**src/rtl/tcc_pkg.sv**
```systemverilog
/*
 * package of the timer compare output control block: register offsets,
 * field positions, reset values and waveform mode codes.
 * assumes an 8-bit cpu i/o bus with byte-wide registers at private offsets.
 */
package tcc_pkg;

	localparam logic [2:0] OFS_CTRL_A     = 3'h0;
	localparam logic [2:0] OFS_FORCE      = 3'h1;
	localparam logic [2:0] OFS_PIN_EN     = 3'h2;
	localparam logic [2:0] OFS_CNT_LO     = 3'h3;
	localparam logic [2:0] OFS_CNT_HI     = 3'h4;
	localparam logic [2:0] OFS_CMP_A_LO   = 3'h5;
	localparam logic [2:0] OFS_CMP_B_LO   = 3'h6;
	localparam logic [2:0] OFS_CMP_HI     = 3'h7;

	localparam int POS_MODE_A = 6;
	localparam int POS_MODE_B = 4;
	localparam int POS_WGM_LO = 0;
	localparam int POS_FORCE_A = 7;
	localparam int POS_FORCE_B = 6;

	localparam logic [7:0]  RST_CTRL_A = 8'h00;
	localparam logic [7:0]  RST_PIN_EN = 8'h00;
	localparam logic [15:0] RST_CNT    = 16'h0000;
	localparam logic [15:0] RST_CMP    = 16'hFFFF;
	localparam logic [7:0]  CTRL_A_WMASK = 8'hF3;

	localparam logic [1:0] COM_OFF    = 2'h0;
	localparam logic [1:0] COM_TOGGLE = 2'h1;
	localparam logic [1:0] COM_CLEAR  = 2'h2;
	localparam logic [1:0] COM_SET    = 2'h3;

	typedef enum logic [1:0] {
		TCC_NORMAL,
		TCC_CTC,
		TCC_FAST_PWM,
		TCC_OTHER_PWM
	} tcc_wave_kind_t;

endpackage

```
**src/rtl/tcc_out_chan.sv**
```systemverilog
/*
 * one compare output channel: waveform flop and match/top actions.
 * assumes match, top and force strobes are one-cycle pulses on clock.
 */
`timescale 1ns/1ps
module tcc_out_chan (
	input  wire logic                    clock,
	input  wire logic                    rst,
	input  wire logic [1:0]              out_mode,
	input  wire tcc_pkg::tcc_wave_kind_t kind,
	input  wire logic                    top_bit,
	input  wire logic                    is_chan_a,
	input  wire logic                    match,
	input  wire logic                    cmp_eq_top,
	input  wire logic                    at_top,
	input  wire logic                    force_hit,
	output logic                         wave_ff,
	output logic                         connected
);
	import tcc_pkg::*;

	logic nxt_wave;
	logic pwm;
	logic eff_match;
	logic fast;

	assign pwm  = (kind == TCC_FAST_PWM) || (kind == TCC_OTHER_PWM);
	assign fast = (kind == TCC_FAST_PWM);
	// compare match at top is dropped in fast pwm when mode high bit set
	assign eff_match = (match && !(fast && out_mode[1] && cmp_eq_top)) // [RULE7]
		|| (force_hit && !pwm); // [RULE8] [RULE9]
	// toggle in fast pwm only for channel a with top bit set
	assign connected = (out_mode != COM_OFF)
		&& !(fast && out_mode == COM_TOGGLE && !(top_bit && is_chan_a)); // [RULE4]

	always_comb begin
		nxt_wave = wave_ff;
		if (fast) begin
			unique case (out_mode)
				COM_TOGGLE: if (eff_match && top_bit && is_chan_a) nxt_wave = ~wave_ff; // [RULE4]
				COM_CLEAR: begin
					if (eff_match) nxt_wave = 1'b0; // [RULE5]
					if (at_top) nxt_wave = 1'b1;
				end
				COM_SET: begin
					if (eff_match) nxt_wave = 1'b1; // [RULE6]
					if (at_top) nxt_wave = 1'b0;
				end
				COM_OFF: nxt_wave = wave_ff;
			endcase
		end else if (eff_match) begin
			unique case (out_mode)
				COM_TOGGLE: nxt_wave = ~wave_ff; // [RULE3]
				COM_CLEAR:  nxt_wave = 1'b0;
				COM_SET:    nxt_wave = 1'b1;
				COM_OFF:    nxt_wave = wave_ff;
			endcase
		end
	end

	always_ff @(posedge clock or posedge rst) begin
		if (rst) wave_ff <= 1'b0;
		else wave_ff <= nxt_wave;
	end
endmodule

```
**src/rtl/tcc_pin_mux.sv**
```systemverilog
/*
 * one port pin: selects compare output or port data and drive enable.
 * assumes port data and direction come from the port logic on clock.
 */
`timescale 1ns/1ps
module tcc_pin_mux (
	input  wire logic clock,
	input  wire logic rst,
	input  wire logic connected,
	input  wire logic pin_en,
	input  wire logic wave,
	input  wire logic port_data,
	input  wire logic port_dir,
	output logic      pin_out_ff,
	output logic      pin_oe_ff
);
	logic take;
	logic nxt_out;
	logic nxt_oe;

	assign take    = connected && pin_en; // [RULE1] [RULE2]
	assign nxt_out = take ? wave : port_data;
	assign nxt_oe  = port_dir && (take || !pin_en || !connected); // [RULE1]

	always_ff @(posedge clock or posedge rst) begin
		if (rst) begin
			pin_out_ff <= 1'b0;
			pin_oe_ff  <= 1'b0;
		end else begin
			pin_out_ff <= nxt_out;
			pin_oe_ff  <= nxt_oe;
		end
	end
endmodule

```
**src/rtl/tcc_timer.sv**
```systemverilog
/*
 * 16-bit timer compare output control: registers, counter, shared high byte
 * latch, compare units and pin steering for two channels of four pins each.
 * assumes a single-cycle cpu i/o bus on clock and port pins outside.
 */
`timescale 1ns/1ps

//////////////////////////////////////////////////////////////////////////////
// Operation
// (RULE1) active compare mode overrides port; driver needs direction and pin enable
// (RULE2) pin enable zero keeps normal port operation on that pin
// (RULE3) non-pwm codes: off, toggle, clear, set on match
// (RULE4) fast pwm code 01: off unless top bit; then channel a toggles
// (RULE5) fast pwm code 10 clears on match, sets at top
// (RULE6) fast pwm code 11 sets on match, clears at top
// (RULE7) fast pwm: match at top ignored when mode high bit set
// (RULE8) force strobes act only in non-pwm modes; software writes zero otherwise
// (RULE9) force strobe applies one match action immediately
// (RULE10) force raises no flag and never clears the counter
// (RULE11) force bits always read zero
// (RULE12) pin enable register: bits 7:4 channel b, 3:0 channel a, reset zero
// (RULE13) counter bytes move through one shared 8-bit high byte latch
// (RULE14) counter write blocks compare match for the next timer clock
// (RULE15) software writes high byte first and reads low byte first
module tcc_timer (
	input  wire logic       clock,
	input  wire logic       rst,
	input  wire logic [2:0] bus_addr,
	input  wire logic       bus_wr,
	input  wire logic       bus_rd,
	input  wire logic [7:0] bus_wdata,
	input  wire logic [1:0] wave_gen_hi,
	input  wire logic       timer_tick,
	input  wire logic [7:0] port_data,
	input  wire logic [7:0] port_dir,
	output logic [7:0]      bus_rdata_ff,
	output logic [3:0]      pin_a_out_ff,
	output logic [3:0]      pin_a_oe_ff,
	output logic [3:0]      pin_b_out_ff,
	output logic [3:0]      pin_b_oe_ff,
	output logic            match_a_flag_ff,
	output logic            match_b_flag_ff,
	output logic            wave_out_a_ff,
	output logic            wave_out_b_ff
);
	import tcc_pkg::*;

	logic [7:0]     timer_ctrl_a_ff;
	logic [7:0]     compare_pin_enables_ff;
	logic [15:0]    counter_value_ff;
	logic [15:0]    compare_reg_a_ff;
	logic [15:0]    compare_reg_b_ff;
	logic [7:0]     temp_high_ff;
	logic           block_match_ff;
	logic [1:0]     tick_sync_ff;
	logic           tick_prev_ff;
	logic [3:0]     waveform_gen_select;
	logic [1:0]     chan_a_out_mode;
	logic [1:0]     chan_b_out_mode;
	logic [3:0]     chan_a_pin_enables;
	logic [3:0]     chan_b_pin_enables;
	logic           waveform_gen_top_bit;
	tcc_wave_kind_t kind;
	logic [15:0]    top_value;
	logic           at_top;
	logic           tick;
	logic           wr_ctrl;
	logic           wr_force;
	logic           wr_pin;
	logic           wr_lo;
	logic           wr_hi;
	logic           wr_cmp_a;
	logic           wr_cmp_b;
	logic           rd_lo;
	logic           force_match_a;
	logic           force_match_b;
	logic           match_a;
	logic           match_b;
	logic           ctc_clear;
	logic [15:0]    nxt_counter;
	logic [7:0]     nxt_rdata;
	logic           wave_a;
	logic           wave_b;
	logic           conn_a;
	logic           conn_b;
	logic           cmp_a_eq_top;
	logic           cmp_b_eq_top;
	logic           cnt_wrap;
	logic [15:0]    cnt_inc;
	logic [15:0]    wide_wdata;
	logic [7:0]     ctrl_wdata;
	logic [3:0]     port_data_a;
	logic [3:0]     port_data_b;
	logic [3:0]     port_dir_a;
	logic [3:0]     port_dir_b;

	//////////////////////////////////////////////////////////////////////////
	// register decode

	assign wr_ctrl  = bus_wr && (bus_addr == OFS_CTRL_A);
	assign wr_force = bus_wr && (bus_addr == OFS_FORCE);
	assign wr_pin   = bus_wr && (bus_addr == OFS_PIN_EN);
	assign wr_lo    = bus_wr && (bus_addr == OFS_CNT_LO);
	assign wr_hi    = bus_wr && ((bus_addr == OFS_CNT_HI) || (bus_addr == OFS_CMP_HI));
	assign wr_cmp_a = bus_wr && (bus_addr == OFS_CMP_A_LO);
	assign wr_cmp_b = bus_wr && (bus_addr == OFS_CMP_B_LO);
	assign rd_lo    = bus_rd && (bus_addr == OFS_CNT_LO);

	assign wide_wdata = {temp_high_ff, bus_wdata}; // [RULE13]
	assign ctrl_wdata = bus_wdata & CTRL_A_WMASK;

	assign chan_a_out_mode      = timer_ctrl_a_ff[POS_MODE_A +: 2];
	assign chan_b_out_mode      = timer_ctrl_a_ff[POS_MODE_B +: 2];
	assign waveform_gen_select  = {wave_gen_hi, timer_ctrl_a_ff[POS_WGM_LO +: 2]};
	assign waveform_gen_top_bit = waveform_gen_select[3];
	assign chan_a_pin_enables   = compare_pin_enables_ff[3:0]; // [RULE12]
	assign chan_b_pin_enables   = compare_pin_enables_ff[7:4]; // [RULE12]

	// force bits are strobes, never stored
	assign force_match_a = wr_force && bus_wdata[POS_FORCE_A]; // [RULE9]
	assign force_match_b = wr_force && bus_wdata[POS_FORCE_B];

	//////////////////////////////////////////////////////////////////////////
	// waveform mode and top

	always_comb begin
		kind      = TCC_OTHER_PWM;
		top_value = 16'hFFFF;
		unique case (waveform_gen_select)
			4'h0: kind = TCC_NORMAL;
			4'h4: begin
				kind      = TCC_CTC;
				top_value = compare_reg_a_ff;
			end
			4'hC: kind = TCC_CTC;
			4'h5: begin
				kind      = TCC_FAST_PWM;
				top_value = 16'h00FF;
			end
			4'h6: begin
				kind      = TCC_FAST_PWM;
				top_value = 16'h01FF;
			end
			4'h7: begin
				kind      = TCC_FAST_PWM;
				top_value = 16'h03FF;
			end
			4'hF: begin
				kind      = TCC_FAST_PWM;
				top_value = compare_reg_a_ff;
			end
			default: kind = TCC_OTHER_PWM;
		endcase
	end

	//////////////////////////////////////////////////////////////////////////
	// counter and compare

	assign tick    = tick_sync_ff[1] && !tick_prev_ff;
	assign at_top  = tick && (counter_value_ff == top_value);
	// compare unit blocked on the timer clock after a counter write
	assign match_a = tick && !block_match_ff && (counter_value_ff == compare_reg_a_ff); // [RULE14]
	assign match_b = tick && !block_match_ff && (counter_value_ff == compare_reg_b_ff); // [RULE14]
	// in ctc a real match or reaching the top value clears the counter, never a forced match
	assign ctc_clear = (kind == TCC_CTC) && match_a; // [RULE10]
	assign cnt_wrap  = at_top || ctc_clear;
	assign cnt_inc   = counter_value_ff + 16'h0001;
	assign cmp_a_eq_top = (compare_reg_a_ff == top_value); // [RULE7]
	assign cmp_b_eq_top = (compare_reg_b_ff == top_value); // [RULE7]

	always_comb begin
		nxt_counter = counter_value_ff;
		if (wr_lo) begin
			nxt_counter = wide_wdata; // [RULE13]
		end else if (tick) begin
			if (cnt_wrap) nxt_counter = RST_CNT;
			else nxt_counter = cnt_inc;
		end
	end

	//////////////////////////////////////////////////////////////////////////
	// read mux

	always_comb begin
		nxt_rdata = 8'h00;
		unique case (bus_addr)
			OFS_CTRL_A:   nxt_rdata = timer_ctrl_a_ff;
			OFS_FORCE:    nxt_rdata = 8'h00; // [RULE11]
			OFS_PIN_EN:   nxt_rdata = compare_pin_enables_ff;
			OFS_CNT_LO:   nxt_rdata = counter_value_ff[7:0];
			OFS_CNT_HI:   nxt_rdata = temp_high_ff; // [RULE13]
			OFS_CMP_A_LO: nxt_rdata = compare_reg_a_ff[7:0];
			OFS_CMP_B_LO: nxt_rdata = compare_reg_b_ff[7:0];
			OFS_CMP_HI:   nxt_rdata = temp_high_ff;
		endcase
		if (!bus_rd) nxt_rdata = 8'h00;
	end

	//////////////////////////////////////////////////////////////////////////
	// registers

	always_ff @(posedge clock or posedge rst) begin
		if (rst) begin
			timer_ctrl_a_ff        <= RST_CTRL_A;
			compare_pin_enables_ff <= RST_PIN_EN; // [RULE12]
		end else begin
			if (wr_ctrl) timer_ctrl_a_ff <= ctrl_wdata;
			if (wr_pin) compare_pin_enables_ff <= bus_wdata;
		end
	end

	always_ff @(posedge clock or posedge rst) begin
		if (rst) counter_value_ff <= RST_CNT;
		else counter_value_ff <= nxt_counter;
	end

	always_ff @(posedge clock or posedge rst) begin
		if (rst) begin
			compare_reg_a_ff <= RST_CMP;
			compare_reg_b_ff <= RST_CMP;
		end else begin
			if (wr_cmp_a) compare_reg_a_ff <= wide_wdata;
			if (wr_cmp_b) compare_reg_b_ff <= wide_wdata;
		end
	end

	// one shared latch: high writes park here, counter low reads fill it
	always_ff @(posedge clock or posedge rst) begin
		if (rst) temp_high_ff <= 8'h00;
		else if (wr_hi) temp_high_ff <= bus_wdata; // [RULE13]
		else if (rd_lo) temp_high_ff <= counter_value_ff[15:8]; // [RULE13]
	end

	always_ff @(posedge clock or posedge rst) begin
		if (rst) block_match_ff <= 1'b0;
		else if (wr_lo) block_match_ff <= 1'b1; // [RULE14]
		else if (tick) block_match_ff <= 1'b0;
	end

	always_ff @(posedge clock or posedge rst) begin
		if (rst) bus_rdata_ff <= 8'h00;
		else bus_rdata_ff <= nxt_rdata;
	end

	// tick pin synchroniser and edge detect
	always_ff @(posedge clock or posedge rst) begin
		if (rst) begin
			tick_sync_ff <= 2'b00;
			tick_prev_ff <= 1'b0;
		end else begin
			tick_sync_ff <= {tick_sync_ff[0], timer_tick};
			tick_prev_ff <= tick_sync_ff[1];
		end
	end

	// flags set only by real matches, forces excluded
	always_ff @(posedge clock or posedge rst) begin
		if (rst) begin
			match_a_flag_ff <= 1'b0;
			match_b_flag_ff <= 1'b0;
		end else begin
			match_a_flag_ff <= match_a; // [RULE10]
			match_b_flag_ff <= match_b;
		end
	end

	//////////////////////////////////////////////////////////////////////////
	// channels and pins

	tcc_out_chan u_chan_a (
		.clock      (clock),
		.rst        (rst),
		.out_mode   (chan_a_out_mode),
		.kind       (kind),
		.top_bit    (waveform_gen_top_bit),
		.is_chan_a  (1'b1),
		.match      (match_a),
		.cmp_eq_top (cmp_a_eq_top),
		.at_top     (at_top),
		.force_hit  (force_match_a),
		.wave_ff    (wave_a),
		.connected  (conn_a)
	);

	tcc_out_chan u_chan_b (
		.clock      (clock),
		.rst        (rst),
		.out_mode   (chan_b_out_mode),
		.kind       (kind),
		.top_bit    (waveform_gen_top_bit),
		.is_chan_a  (1'b0),
		.match      (match_b),
		.cmp_eq_top (cmp_b_eq_top),
		.at_top     (at_top),
		.force_hit  (force_match_b),
		.wave_ff    (wave_b),
		.connected  (conn_b)
	);

	always_ff @(posedge clock or posedge rst) begin
		if (rst) begin
			wave_out_a_ff <= 1'b0;
			wave_out_b_ff <= 1'b0;
		end else begin
			wave_out_a_ff <= wave_a;
			wave_out_b_ff <= wave_b;
		end
	end

	assign port_data_a = port_data[3:0];
	assign port_data_b = port_data[7:4];
	assign port_dir_a  = port_dir[3:0];
	assign port_dir_b  = port_dir[7:4];

	genvar gi;
	generate
		for (gi = 0; gi < 4; gi++) begin : g_pin
			tcc_pin_mux u_pin_a (
				.clock      (clock),
				.rst        (rst),
				.connected  (conn_a),
				.pin_en     (chan_a_pin_enables[gi]),
				.wave       (wave_a),
				.port_data  (port_data_a[gi]),
				.port_dir   (port_dir_a[gi]),
				.pin_out_ff (pin_a_out_ff[gi]),
				.pin_oe_ff  (pin_a_oe_ff[gi])
			);
			tcc_pin_mux u_pin_b (
				.clock      (clock),
				.rst        (rst),
				.connected  (conn_b),
				.pin_en     (chan_b_pin_enables[gi]),
				.wave       (wave_b),
				.port_data  (port_data_b[gi]),
				.port_dir   (port_dir_b[gi]),
				.pin_out_ff (pin_b_out_ff[gi]),
				.pin_oe_ff  (pin_b_oe_ff[gi])
			);
		end
	endgenerate
endmodule

```
**config.mk**
```make
export PLATFORM = sky130hd
export DESIGN_NAME = tcc_timer
export DESIGN_NICKNAME = d
export VERILOG_FILES = /design/src/rtl/tcc_pkg.sv /design/src/rtl/tcc_out_chan.sv /design/src/rtl/tcc_pin_mux.sv /design/src/rtl/tcc_timer.sv
export SDC_FILE = /design/constraint.sdc
export NUM_CORES = 1
export LEC_CHECK = 0
export BUFFER_PORTS_ARGS = -buffer_cell sky130_fd_sc_hd__buf_2
export CAP_MARGIN = 25
export CELL_PAD_IN_SITES_DETAIL_PLACEMENT = 0
export CELL_PAD_IN_SITES_GLOBAL_PLACEMENT = 1
export CORE_MARGIN = 2
export CORE_UTILIZATION = 42
export DETAILED_ROUTE_END_ITERATION = 10
export PLACE_DENSITY_LB_ADDON = 0.08
export REMOVE_ABC_BUFFERS = 1
export SETUP_SLACK_MARGIN = 0.5
export SLEW_MARGIN = 5
export SYNTH_ARGS = -nofsm -noshare
export SYNTH_HDL_FRONTEND = slang
export SYNTH_HIERARCHICAL = 1
export SYNTH_SLANG_ARGS = --single-unit
```
**constraint.sdc**
```tcl
create_clock -name clock -period 2.9 [get_ports clock]
set_input_delay 0.435 -clock clock [delete_from_list [all_inputs] [get_ports clock]]
set_output_delay 0.435 -clock clock [all_outputs]
set_load 0.05 [all_outputs]
```
==> metrics.yaml, run 1 <==
sta:
  finalWorstSetupSlack_ns: -0.0423
  hold_viol: 0
  final.setup.tns_ns: -0.0738
  fin_crit_sh_pct: 101
  period_needed_ns: 2.94
  maxSlewHeadroom_pct: 58.2
  maxClockFrequency_ghz: 0.340
  worst_slew_pin_slew_ns: 0.624
  fin_skew_ns: 0.0101
  rsz0062_at_grt: "true"
  setup_viol: 2
  slew_violations: 0
global_routing:
  grt_max_degree: 36
  use_met3_pct: 4.17
  grt_util_met2_pct: 40.8
  gr-usage-all-layers_pct: 26.8
  grt_pass1_vias: 5622
  grt_pass1_wl_mm: 33.0
  antenna_found_initial: 0
  grt_busiest_layer: "met2"
  overflow: 0
  gr-usage-met1_pct: 38.2
worst_setup_path:
  critical_path_class: "flip-flop to flip-flop"
  r2r_start: "timer_ctrl_a_ff[1]$_DFFE_PP0P_"
  required_ns: 3.15
  cp.arrival_ns: 3.19
  crit_fanout: 6
  r2r_end: "u_chan_b/wave_ff$_DFFE_PP0P_"
  start_kind: "flip-flop"
  end_kind: "flip-flop"
  ff2ff_path_depth: 11
  reg2reg_slack_ns: -0.04
floorplan:
  core_um2: 15100
  die_h_um: 128
  fp-row-count: 45
  die_x_um: 128
  io_pins: 62
  initial_core_util_pct: 42.7
  die_area_um2: 16400
routing:
  via_per_inst: 5.98
  dr.first_iter.drc_count: 499
  routedWlPerCell_um: 22.1
  dr.pass1.iters: 5
  wl_mm: 21.5
  drcViolationCount: 0
  vias: 5816
  postRouteAntennaNets: 0
place:
  place_hpwl_mm: 16.2
  dp.cells: 951
  gp_congestion: 0.921
  portBuffers: 61
outcome:
  status: "finished, violations left"
  failed_checks: "setup timing"
synth:
  synthCells: 693
  synth-main-ff-cell: "dfrtp_1"
  synth-seq-cells: 104
  ys_seq_area_share_pct: 40.9
  yosys_warnings: 6
  synthArstFlopShare_pct: 100
  ys_types: 69
  synth-edff-count: 0
  avgSynthCellArea_um2: 9.33
  syn-cell-area_um2: 6460
clocking:
  cts.sinks: 104
  numCtsBuffers: 9
  htreeDepth: 3
  clockRootBuffer: "clkbuf_16"
  path_clk_slew_ns: 0.07
  tritoncts: "yes"
  cts_max_path_buffers: 2
  hold_buffers: 0
  clock_latency_ns: 0.36
final_layout:
  area_growth_pct: 20.1
  drive_above_1_share_pct: 34.4
  final_nets: 815
  antenna-diode-count: 0
  fin_cells: 973
worst_hold_path:
  hp-class: "input port to asynchronous set/reset pin"
power:
  power_mw: 5.82
  leakage_nw: 3.41
  irDropWorstVdd_uv: 331
  power_density_nw_per_um2: 749
flow_run:
  drv_cap: 0
==> state kept, by name (all words and copies together) (netlist names), 2 cells and up <==
signal                    cells
compare_reg_a_ff             16
compare_reg_b_ff             16
compare_pin_enables_ff        8
g_pin.u_pin_a/pin_oe_ff       4
g_pin.u_pin_b/pin_oe_ff       4
g_pin.u_pin_b/pin_out_ff      4
timer_ctrl_a_ff               6
temp_high_ff                  8
counter_value_ff             16
tick_sync_ff                  2
bus_rdata_ff                  8
g_pin.u_pin_a/pin_out_ff      4
==> final cells by class <==
| cell class | count | area [µm²] |
|---|---|---|
| fillers | 1430 | 7380 |
| multi-input cells | 496 | 3530 |
| flip-flops and latches | 104 | 2640 |
| repair buffers | 142 | 960 |
| clock buffers | 10 | 239 |
| well taps | 188 | 235 |
| inverters | 27 | 103 |
| clock inverters | 6 | 61.3 |
==> synthesized netlist by cell type, types with 11 or more instances <==
| master | count | area (µm²) |
|---|---|---|
| nand2_1 | 65 | 244 |
| nand4_1 | 11 | 68.8 |
| a21oi_1 | 30 | 150 |
| nand3_1 | 15 | 75.1 |
| xor2_1 | 18 | 158 |
| clkbuf_1 | 54 | 203 |
| xnor2_1 | 32 | 280 |
| nor2_1 | 38 | 143 |
| inv_1 | 27 | 101 |
| o31ai_1 | 19 | 143 |
| dfrtp_1 | 72 | 1800 |
| nor3_1 | 11 | 55.1 |
| o21ai_0 | 30 | 150 |
| mux2_2 | 42 | 473 |
| dfstp_2 | 32 | 841 |
| and3_1 | 28 | 175 |
==> logic make-up after synthesis <==
| kind of cell | count (synthesis) | share of synthesized area, % |
|---|---|---|
| compound gates | 169 | 18.6 |
| xor+xnor | 50 | 6.77 |
| fa+ha+maj | 2 | 0.348 |
| buf+inv | 93 | 5.81 |
| flops | 104 | 40.9 |
| mux | 53 | 9.64 |
| other cells | 2 | 0.116 |
| simple gates | 220 | 17.9 |
==> critical path, cell delays in order, from the launching register on <==
cell and delay, ns:
dfrtp_1 0.39, or3_4 0.42, buf_4 0.17, a211o_1 0.32
a2111oi_4 0.31, a211oi_2 0.06, a221o_1 0.35, nor4_2 0.17
a31oi_1 0.11, a221o_1 0.30, a31oi_1 0.17, nor2_1 0.05
==> worst max-delay path by stage <==
stage | startpoint | end | slack (ns) | cells past startpoint
floorplan | timer_ctrl_a_ff[0]$_DFFE_PP0P_ | u_chan_a/wave_ff$_DFFE_PP0P_ | -0.32 | 11
finish | timer_ctrl_a_ff[1]$_DFFE_PP0P_ | u_chan_b/wave_ff$_DFFE_PP0P_ | -0.04 | 11
detailed placement | wave_gen_hi[1] | u_chan_b/wave_ff$_DFFE_PP0P_ | -0.44 | 12
CTS | timer_ctrl_a_ff[1]$_DFFE_PP0P_ | u_chan_a/wave_ff$_DFFE_PP0P_ | -0.03 | 11
global placement | wave_gen_hi[1] | u_chan_a/wave_ff$_DFFE_PP0P_ | -0.36 | 12
global route | timer_ctrl_a_ff[1]$_DFFE_PP0P_ | u_chan_b/wave_ff$_DFFE_PP0P_ | -0.22 | 11
==> per-layer routing <==
layer | wire length (µm) | share of wire (%) | vias up
met4 | 709 | 3.3 | 0
met5 | 0 | 0 | -
met1 | 9650 | 45 | 2871
met3 | 1340 | 6.2 | 47
li1 | - | - | 2672
met2 | 9840 | 46 | 226
==> timing repair <==
item	CTS	global route
pin swaps	12	1
gates cloned	1	0
gates resized for setup	13	5
setup buffers	4	1
setup endpoints to repair	18	22
==> power by group <==
group | total (mW) | internal (mW) | switching, mW
Combinational | 2.23 | 0.989 | 1.24
Sequential | 2.36 | 1.87 | 0.495
Clock | 1.23 | 0.628 | 0.600
Total | 5.82 | 3.48 | 2.33
==> cells in the final DEF (no fill, tap or decap), drive strengths merged, types with 5 or more instances in the layout <==
| cell | instances |
|---|---|
| nor2 | 38 |
| o31ai | 19 |
| dfstp | 32 |
| xor2 | 18 |
| nand2 | 65 |
| nand3 | 15 |
| dfrtp | 72 |
| nor2b | 7 |
| nor3 | 12 |
| a2111oi | 5 |
| nand4 | 11 |
| clkbuf | 11 |
| nor4 | 7 |
| or2 | 9 |
| and3 | 28 |
| a221oi | 10 |
| xnor2 | 32 |
| a31oi | 5 |
| a22o | 10 |
| o21ai | 33 |
| mux2 | 50 |
| buf | 141 |
| a22oi | 10 |
| inv | 29 |
| a21oi | 30 |
==> per-stage QoR <==
stage | setup slack, ns | hold WS (ns) | cell area (µm²) | util, %
floorplan | -0.320 | 0.164 | 6190 | -
global placement | -0.357 | 0.338 | 7320 | 48.3
detailed placement | -0.439 | 0.338 | 7320 | 48.3
CTS | -0.0322 | 0.0241 | 7740 | 51.1
global route | -0.225 | 0.0379 | 7770 | 51.3
finish | -0.0423 | 0.0262 | 7770 | 51.3
No activity file was read; power rests on OpenSTA's default activity.
==> inputs of run 2 (changes only) <==
- CORE_ASPECT_RATIO: default -> 0.6
- CORE_UTILIZATION: 42 -> 43
- CTS_BUF_LIST: default -> sky130_fd_sc_hd__clkbuf_4
==> metrics.yaml, run 2 (same netlist as run 1, synthesis figures left out) <==
outcome:
  status: "finished, violations left"  # unchanged
  failed_checks: "setup timing"  # unchanged
routing:
  postRouteAntennaNets: 0  # unchanged
  via_per_inst: 5.98  # about the same
  vias: 5880  # was 5816
  wl_mm: 23.0  # was 21.5 mm
  routedWlPerCell_um: 23.4  # was 22.1 µm
  dr.pass1.iters: 5  # unchanged
  drcViolationCount: 0  # unchanged
  dr.first_iter.drc_count: 638  # was 499
clocking:
  numCtsBuffers: 9  # unchanged
  path_clk_slew_ns: 0.17  # was 0.07 ns
  cts_max_path_buffers: 2  # unchanged
  htreeDepth: 3  # unchanged
  tritoncts: "yes"  # unchanged
  cts.sinks: 104  # unchanged
  clock_latency_ns: 0.48  # was 0.36 ns
  clockRootBuffer: "clkbuf_4"  # was clkbuf_16
sta:
  maxClockFrequency_ghz: 0.334  # was 0.340 GHz
  setup_viol: 2  # unchanged
  fin_crit_sh_pct: 103  # was 101%
  slew_violations: 0  # unchanged
  worst_slew_pin_slew_ns: 0.700  # was 0.624 ns
  period_needed_ns: 3.00  # was 2.94 ns
  rsz0062_at_grt: "true"  # unchanged
  holdWs_ns: 0.0502  # was 0.0262 ns
  fin_skew_ns: 0.0258  # was 0.0101 ns
  finalWorstSetupSlack_ns: -0.0958  # was -0.0423 ns
  maxSlewHeadroom_pct: 53.3  # was 58.2%
  hold_viol: 0  # unchanged
place:
  place_hpwl_mm: 17.4  # was 16.2 mm
  gp_congestion: 0.927  # was 0.921
  portBuffers: 61  # unchanged
  dp.cells: 962  # was 951
floorplan:
  die_area_um2: 16100  # was 16400 µm²
  initial_core_util_pct: 44.3  # was 42.7%
  io_pins: 62  # unchanged
  die_x_um: 162  # was 128 µm
  fp-row-count: 34  # was 45
  core_um2: 14600  # was 15100 µm²
  die_h_um: 99.0  # was 128 µm
worst_setup_path:
  cp.arrival_ns: 3.42  # was 3.19 ns
  required_ns: 3.32  # was 3.15 ns
  critical_path_buf_inv_count: 1  # unchanged
  start_kind: "flip-flop"  # unchanged
  r2r_end: "u_chan_a/wave_ff$_DFFE_PP0P_"  # was u_chan_b/wave_ff$_DFFE_PP0P_
  crit_chain: "or3_4 > buf_4 > a211oi_2 > xor2_1 > nand4_1 > or4_4 > nor3_4 > nand3b_1 > xor2_2 > o2111a_1 > nor2_1"  # was or3_4 > buf_4 > a211o_1 > a2111oi_4 > a211oi_2 > a221o_1 > nor4_2 > a31oi_1 > a221o_1 > a31oi_1 > nor2_1
  crit_fanout: 5  # was 6
  critical_path_class: "flip-flop to flip-flop"  # unchanged
  r2r_start: "timer_ctrl_a_ff[1]$_DFFE_PP0P_"  # unchanged
  worst_path_max_delay_cell: "or4_4"  # was or3_4
  end_kind: "flip-flop"  # unchanged
  cpPeakStageDelay_ns: 0.44  # was 0.42 ns
  ff2ff_path_depth: 11  # unchanged
  reg2reg_slack_ns: -0.1  # was -0.04 ns
  critPathTopFamily: "simple AND/OR/NAND/NOR gates"  # was compound AO/OA/AOI/OAI gates
global_routing:
  antenna_found_initial: 0  # unchanged
  grt_pass1_vias: 5594  # was 5622
  grt_pass1_wl_mm: 35.0  # was 33.0 mm
  overflow: 0  # unchanged
  grt_max_degree: 53  # was 36
  gr-usage-all-layers_pct: 29.2  # was 26.8%
final_layout:
  final_nets: 815  # unchanged
  largestRegisters: "compare_reg_a_ff (16), compare_reg_b_ff (16), counter_value_ff (16)"  # unchanged
  final_core_util_pct: 52.7  # was 51.3%
  antenna-diode-count: 0  # unchanged
  drive_above_1_share_pct: 34.8  # was 34.4%
  fin_cells: 983  # was 973
  area_growth_pct: 19.0  # was 20.1%
  most-common-layout-cells: "dfrtp_1 (72), buf_4 (72), nand2_1 (65)"  # was buf_4 (77), dfrtp_1 (72), nand2_1 (65)
worst_hold_path:
  min_to: "g_pin[2].u_pin_a/pin_oe_ff$_DFF_PP0_"
  hp-class: "input port to flip-flop"  # was input port to asynchronous set/reset pin
  holdPathStages: 1
  min_from: "port_dir[2]"
power:
  irDropWorstVdd_uv: 333  # was 331 µV
  leakage_nw: 3.37  # was 3.41 nW
  power_density_nw_per_um2: 726  # was 749 nW/µm²
flow_run:
  drv_cap: 0  # unchanged
-- run 2: worst max-delay path by stage --
stage	from	to	slack, ns	depth (start not counted)
4_1_cts	timer_ctrl_a_ff[1]$_DFFE_PP0P_	u_chan_b/wave_ff$_DFFE_PP0P_	-0.01	12
3_3_place_gp	wave_gen_hi[1]	u_chan_b/wave_ff$_DFFE_PP0P_	-0.39	12
2_1_floorplan	timer_ctrl_a_ff[0]$_DFFE_PP0P_	u_chan_a/wave_ff$_DFFE_PP0P_	-0.32	11
5_1_grt	timer_ctrl_a_ff[1]$_DFFE_PP0P_	u_chan_a/wave_ff$_DFFE_PP0P_	-0.22	12
6_report	timer_ctrl_a_ff[1]$_DFFE_PP0P_	u_chan_a/wave_ff$_DFFE_PP0P_	-0.1	11
3_5_place_dp	wave_gen_hi[1]	u_chan_b/wave_ff$_DFFE_PP0P_	-0.48	12
-- run 2: layout make-up --
type / count / area [µm²]
Sequential cell: 104 / 2640
Fill cell: 1375 / 6900
Multi-Input combinational cell: 496 / 3560
Clock inverter: 6 / 100
Inverter: 27 / 103
Tap cell: 198 / 248
Timing Repair Buffer: 142 / 968
Clock buffer: 10 / 75.1
-- run 2: through the flow --
stage | setup TNS, ns | cell area, µm² | setup slack [ns] | power (mW)
finish | -0.190 | 7700 | -0.0958 | 5.59
global route | -0.427 | 7700 | -0.221 | 5.89
CTS | -0.0134 | 7620 | -0.0134 | 5.53
detailed placement | -0.921 | 7350 | -0.476 | 4.57
global placement | -0.764 | 7350 | -0.389 | 4.53
floorplan | -0.640 | 6190 | -0.320 | 3.60
-- run 2: metal layers --
metal / global-route usage, % / vias to the layer above / part of all wire, %
met5: 0 / - / 0
met4: 5.45 / 0 / 1.2
met3: 6.36 / 21 / 8.9
met2: 37.8 / 240 / 39
met1: 48.6 / 2952 / 51
li1: - / 2667 / -
-- run 2: worst register-to-register path, delay by kind of cell (launching register included) --
family	cells	cell delay, ns
simple gates	6	1.47
compound gates	2	0.46
xor+xnor	2	0.44
flops	1	0.42
buf+inv	1	0.18
-- run 2: timing repair --
action                                  4_1_cts  5_1_grt
resized for setup                            16       10
pin swaps                                    13        0
endpoints found under the hold margin        18        3
setup buffers                                 1        0
endpoints found under the setup margin       26       19
hold buffers                                  1        3
-- run 2: power by group --
| part | internal, mW | leakage (nW) | switching (mW) |
|---|---|---|---|
| sequential | 1.87 | 1.22 | 0.491 |
| combinational | 0.999 | 2.05 | 1.31 |
| clock | 0.377 | 0.0950 | 0.545 |
| total | 3.24 | 3.37 | 2.34 |
==> inputs of run 3 (changes only) <==
- CORE_ASPECT_RATIO: 0.6 -> default
==> metrics.yaml, run 3 (same netlist as run 1, synthesis figures left out) <==
worst_setup_path:
  critical_path_class: "flip-flop to flip-flop"  # unchanged
  cp.arrival_ns: 3.40  # was 3.42 ns
  r2r_start: "timer_ctrl_a_ff[1]$_DFFE_PP0P_"  # unchanged
  r2r_end: "u_chan_b/wave_ff$_DFFE_PP0P_"  # was u_chan_a/wave_ff$_DFFE_PP0P_
  reg2reg_slack_ns: -0.09  # was -0.1 ns
  ff2ff_path_depth: 11  # unchanged
  crit_start: "timer_ctrl_a_ff[1]$_DFFE_PP0P_"  # unchanged
  end_kind: "flip-flop"  # unchanged
  start_kind: "flip-flop"  # unchanged
  required_ns: 3.31  # was 3.32 ns
  crit_fanout: 6  # was 5
final_layout:
  layout_commonest_cell: "dfrtp_1"
  drive_above_1_share_pct: 32.6  # was 34.8%
  area_growth_pct: 17.6  # was 19.0%
  largestRegisters: "compare_reg_a_ff (16), compare_reg_b_ff (16), counter_value_ff (16)"  # unchanged
  final_nets: 816  # was 815
  most-common-layout-cells: "dfrtp_1 (72), buf_4 (67), nand2_1 (65)"  # was dfrtp_1 (72), buf_4 (72), nand2_1 (65)
  fin_cells: 971  # was 983
sta:
  hold_viol: 0  # unchanged
  fin_skew_ns: 0.0239  # was 0.0258 ns
  period_needed_ns: 2.99  # was 3.00 ns
  worst_slew_pin_slew_ns: 0.605  # was 0.700 ns
  rsz0062_at_grt: "true"  # unchanged
  fin_crit_sh_pct: 103  # about the same
  maxSlewHeadroom_pct: 58.6  # was 53.3%
  setup_viol: 6  # was 2
  final.setup.tns_ns: -0.194  # was -0.190 ns
  finalWorstSetupSlack_ns: -0.0886  # was -0.0958 ns
  maxClockFrequency_ghz: 0.335  # was 0.334 GHz
  slew_violations: 0  # unchanged
global_routing:
  grt_pass1_wl_mm: 32.9  # was 35.0 mm
  gr-usage-all-layers_pct: 27.0  # was 29.2%
  antenna_found_initial: 1  # was 0
  grt_max_degree: 72  # was 53
  overflow: 0  # unchanged
  grt_pass1_vias: 5719  # was 5594
clocking:
  cts_max_path_buffers: 2  # unchanged
  clockRootBuffer: "clkbuf_4"  # unchanged
  tritoncts: "yes"  # unchanged
  clock_latency_ns: 0.51  # was 0.48 ns
  htreeDepth: 3  # unchanged
  path_clk_slew_ns: 0.18  # was 0.17 ns
  cts.sinks: 104  # unchanged
  numCtsBuffers: 9  # unchanged
power:
  p_int_mw: 3.04  # was 3.24 mW
  leakage_nw: 3.33  # was 3.37 nW
  combinationalPowerShare_pct: 41.4  # was 41.3%
  switchingPower_mw: 2.27  # was 2.34 mW
  swShare_pct: 42.8  # was 42.0%
  power_density_nw_per_um2: 698  # was 726 nW/µm²
  irDropWorstVdd_uv: 328  # was 333 µV
  power_mw: 5.31  # was 5.59 mW
  pwr-share-clk_pct: 14.0  # was 16.5%
  seq_power_share_pct: 44.6  # was 42.2%
floorplan:
  die_x_um: 127  # was 162 µm
  initial_core_util_pct: 44.3  # about the same
  core_um2: 14600  # about the same
  die_area_um2: 16000  # was 16100 µm²
  fp-row-count: 44  # was 34
  io_pins: 62  # unchanged
  die_h_um: 127  # was 99.0 µm
routing:
  vias: 5829  # was 5880
  routedWlPerCell_um: 22.2  # was 23.4 µm
  drcViolationCount: 0  # unchanged
  postRouteAntennaNets: 0  # unchanged
  via_per_inst: 6.00  # was 5.98
  dr.first_iter.drc_count: 615  # was 638
  wl_mm: 21.6  # was 23.0 mm
  dr.pass1.iters: 5  # unchanged
outcome:
  failed_checks: "setup timing"  # unchanged
  status: "finished, violations left"  # unchanged
place:
  place_hpwl_mm: 15.9  # was 17.4 mm
  dp.cells: 939  # was 962
  pre_cts_slack_ns: -0.399  # was -0.476 ns
  portBuffers: 61  # unchanged
  gp_congestion: 0.921  # was 0.927
worst_hold_path:
  min_from: "port_data[5]"  # was port_dir[2]
  min_to: "g_pin[1].u_pin_b/pin_out_ff$_DFF_PP0_"  # was g_pin[2].u_pin_a/pin_oe_ff$_DFF_PP0_
  hp-class: "input port to flip-flop"  # unchanged
  holdPathStages: 2  # was 1
flow_run:
  drv_cap: 0  # unchanged
[run 3: changes by cell type in the layout (fill, tap and decap cells not counted), moves of 2 or more]
cell / previous run / this run
clkinvlp_4: 0 / 3
a2111oi_2: 3 / 1
nor3b_1: 2 / 4
a2111oi_0: 2 / 4
dlygate4sd3_1: 4 / 10
buf_4: 72 / 67
nor3b_2: 2 / 0
bufinv_16: 2 / 0
[run 3: metrics by stage]
stage / hold slack [ns] / utilization, % / area (µm²)
5_1_grt: 0.106 / 52.1 / 7600
6_report: 0.141 / 52.1 / 7600
4_1_cts: 0.110 / 52.0 / 7590
3_5_place_dp: 0.350 / 49.7 / 7260
2_1_floorplan: 0.164 / - / 6190
3_3_place_gp: 0.338 / 49.7 / 7260
[run 3: what timing repair did]
action,CTS,global route
setup endpoints to repair,18,18
pin swaps,11,2
gates resized for setup,9,2
cloned,1,0
hold buffers,10,0
endpoints found under the hold margin,40,0
setup buffers,3,1
[run 3: layer usage]
| metal | vias up | routed length [µm] | GRT usage, % |
|---|---|---|---|
| met5 | - | 0 | 0 |
| met1 | 2892 | 9700 | 38.6 |
| met3 | 50 | 1360 | 4.77 |
| li1 | 2669 | - | - |
| met2 | 218 | 9720 | 40.7 |
| met4 | 0 | 817 | 11.1 |
[run 3: power by group through the flow]
stage               Clock, mW  Combinational (mW)  Sequential [mW]
CTS                     0.765                2.17             2.36
global placement            0                2.10             2.37
detailed placement          0                2.12             2.38
finish                  0.743                2.20             2.37
global route            0.818                2.36             2.41
floorplan                   0                1.09             2.51
[run 3: worst max path at each step]
stage                                        end  slack, ns  depth (start not counted)
floorplan           u_chan_a/wave_ff$_DFFE_PP0P_      -0.32                         11
global placement    u_chan_a/wave_ff$_DFFE_PP0P_      -0.37                         12
detailed placement  u_chan_b/wave_ff$_DFFE_PP0P_      -0.40                         12
CTS                 u_chan_b/wave_ff$_DFFE_PP0P_      -0.06                         11
global route        u_chan_b/wave_ff$_DFFE_PP0P_      -0.26                         11
finish              u_chan_b/wave_ff$_DFFE_PP0P_      -0.09                         11
[run 3: cell type report]
class	instances	area [µm²]
fill	1341	6980
clock buffer	10	75.1
multi-input combinational	496	3500
inverter	27	103
timing repair buffer	143	1000
antenna	1	2.50
tap	184	230
sequential	104	2640
clock inverter	6	51.3
[run 3: worst max-delay path, cell delays in order (launching register included)]
cell	delay [ns]
dfrtp_1	0.42
or3_4	0.42
a211oi_1	0.34
o221a_2	0.26
o211ai_1	0.09
or4_4	0.50
nor3_4	0.26
nand3b_1	0.12
xor2_1	0.20
nand2_1	0.09
a31oi_1	0.14
nor2_1	0.07
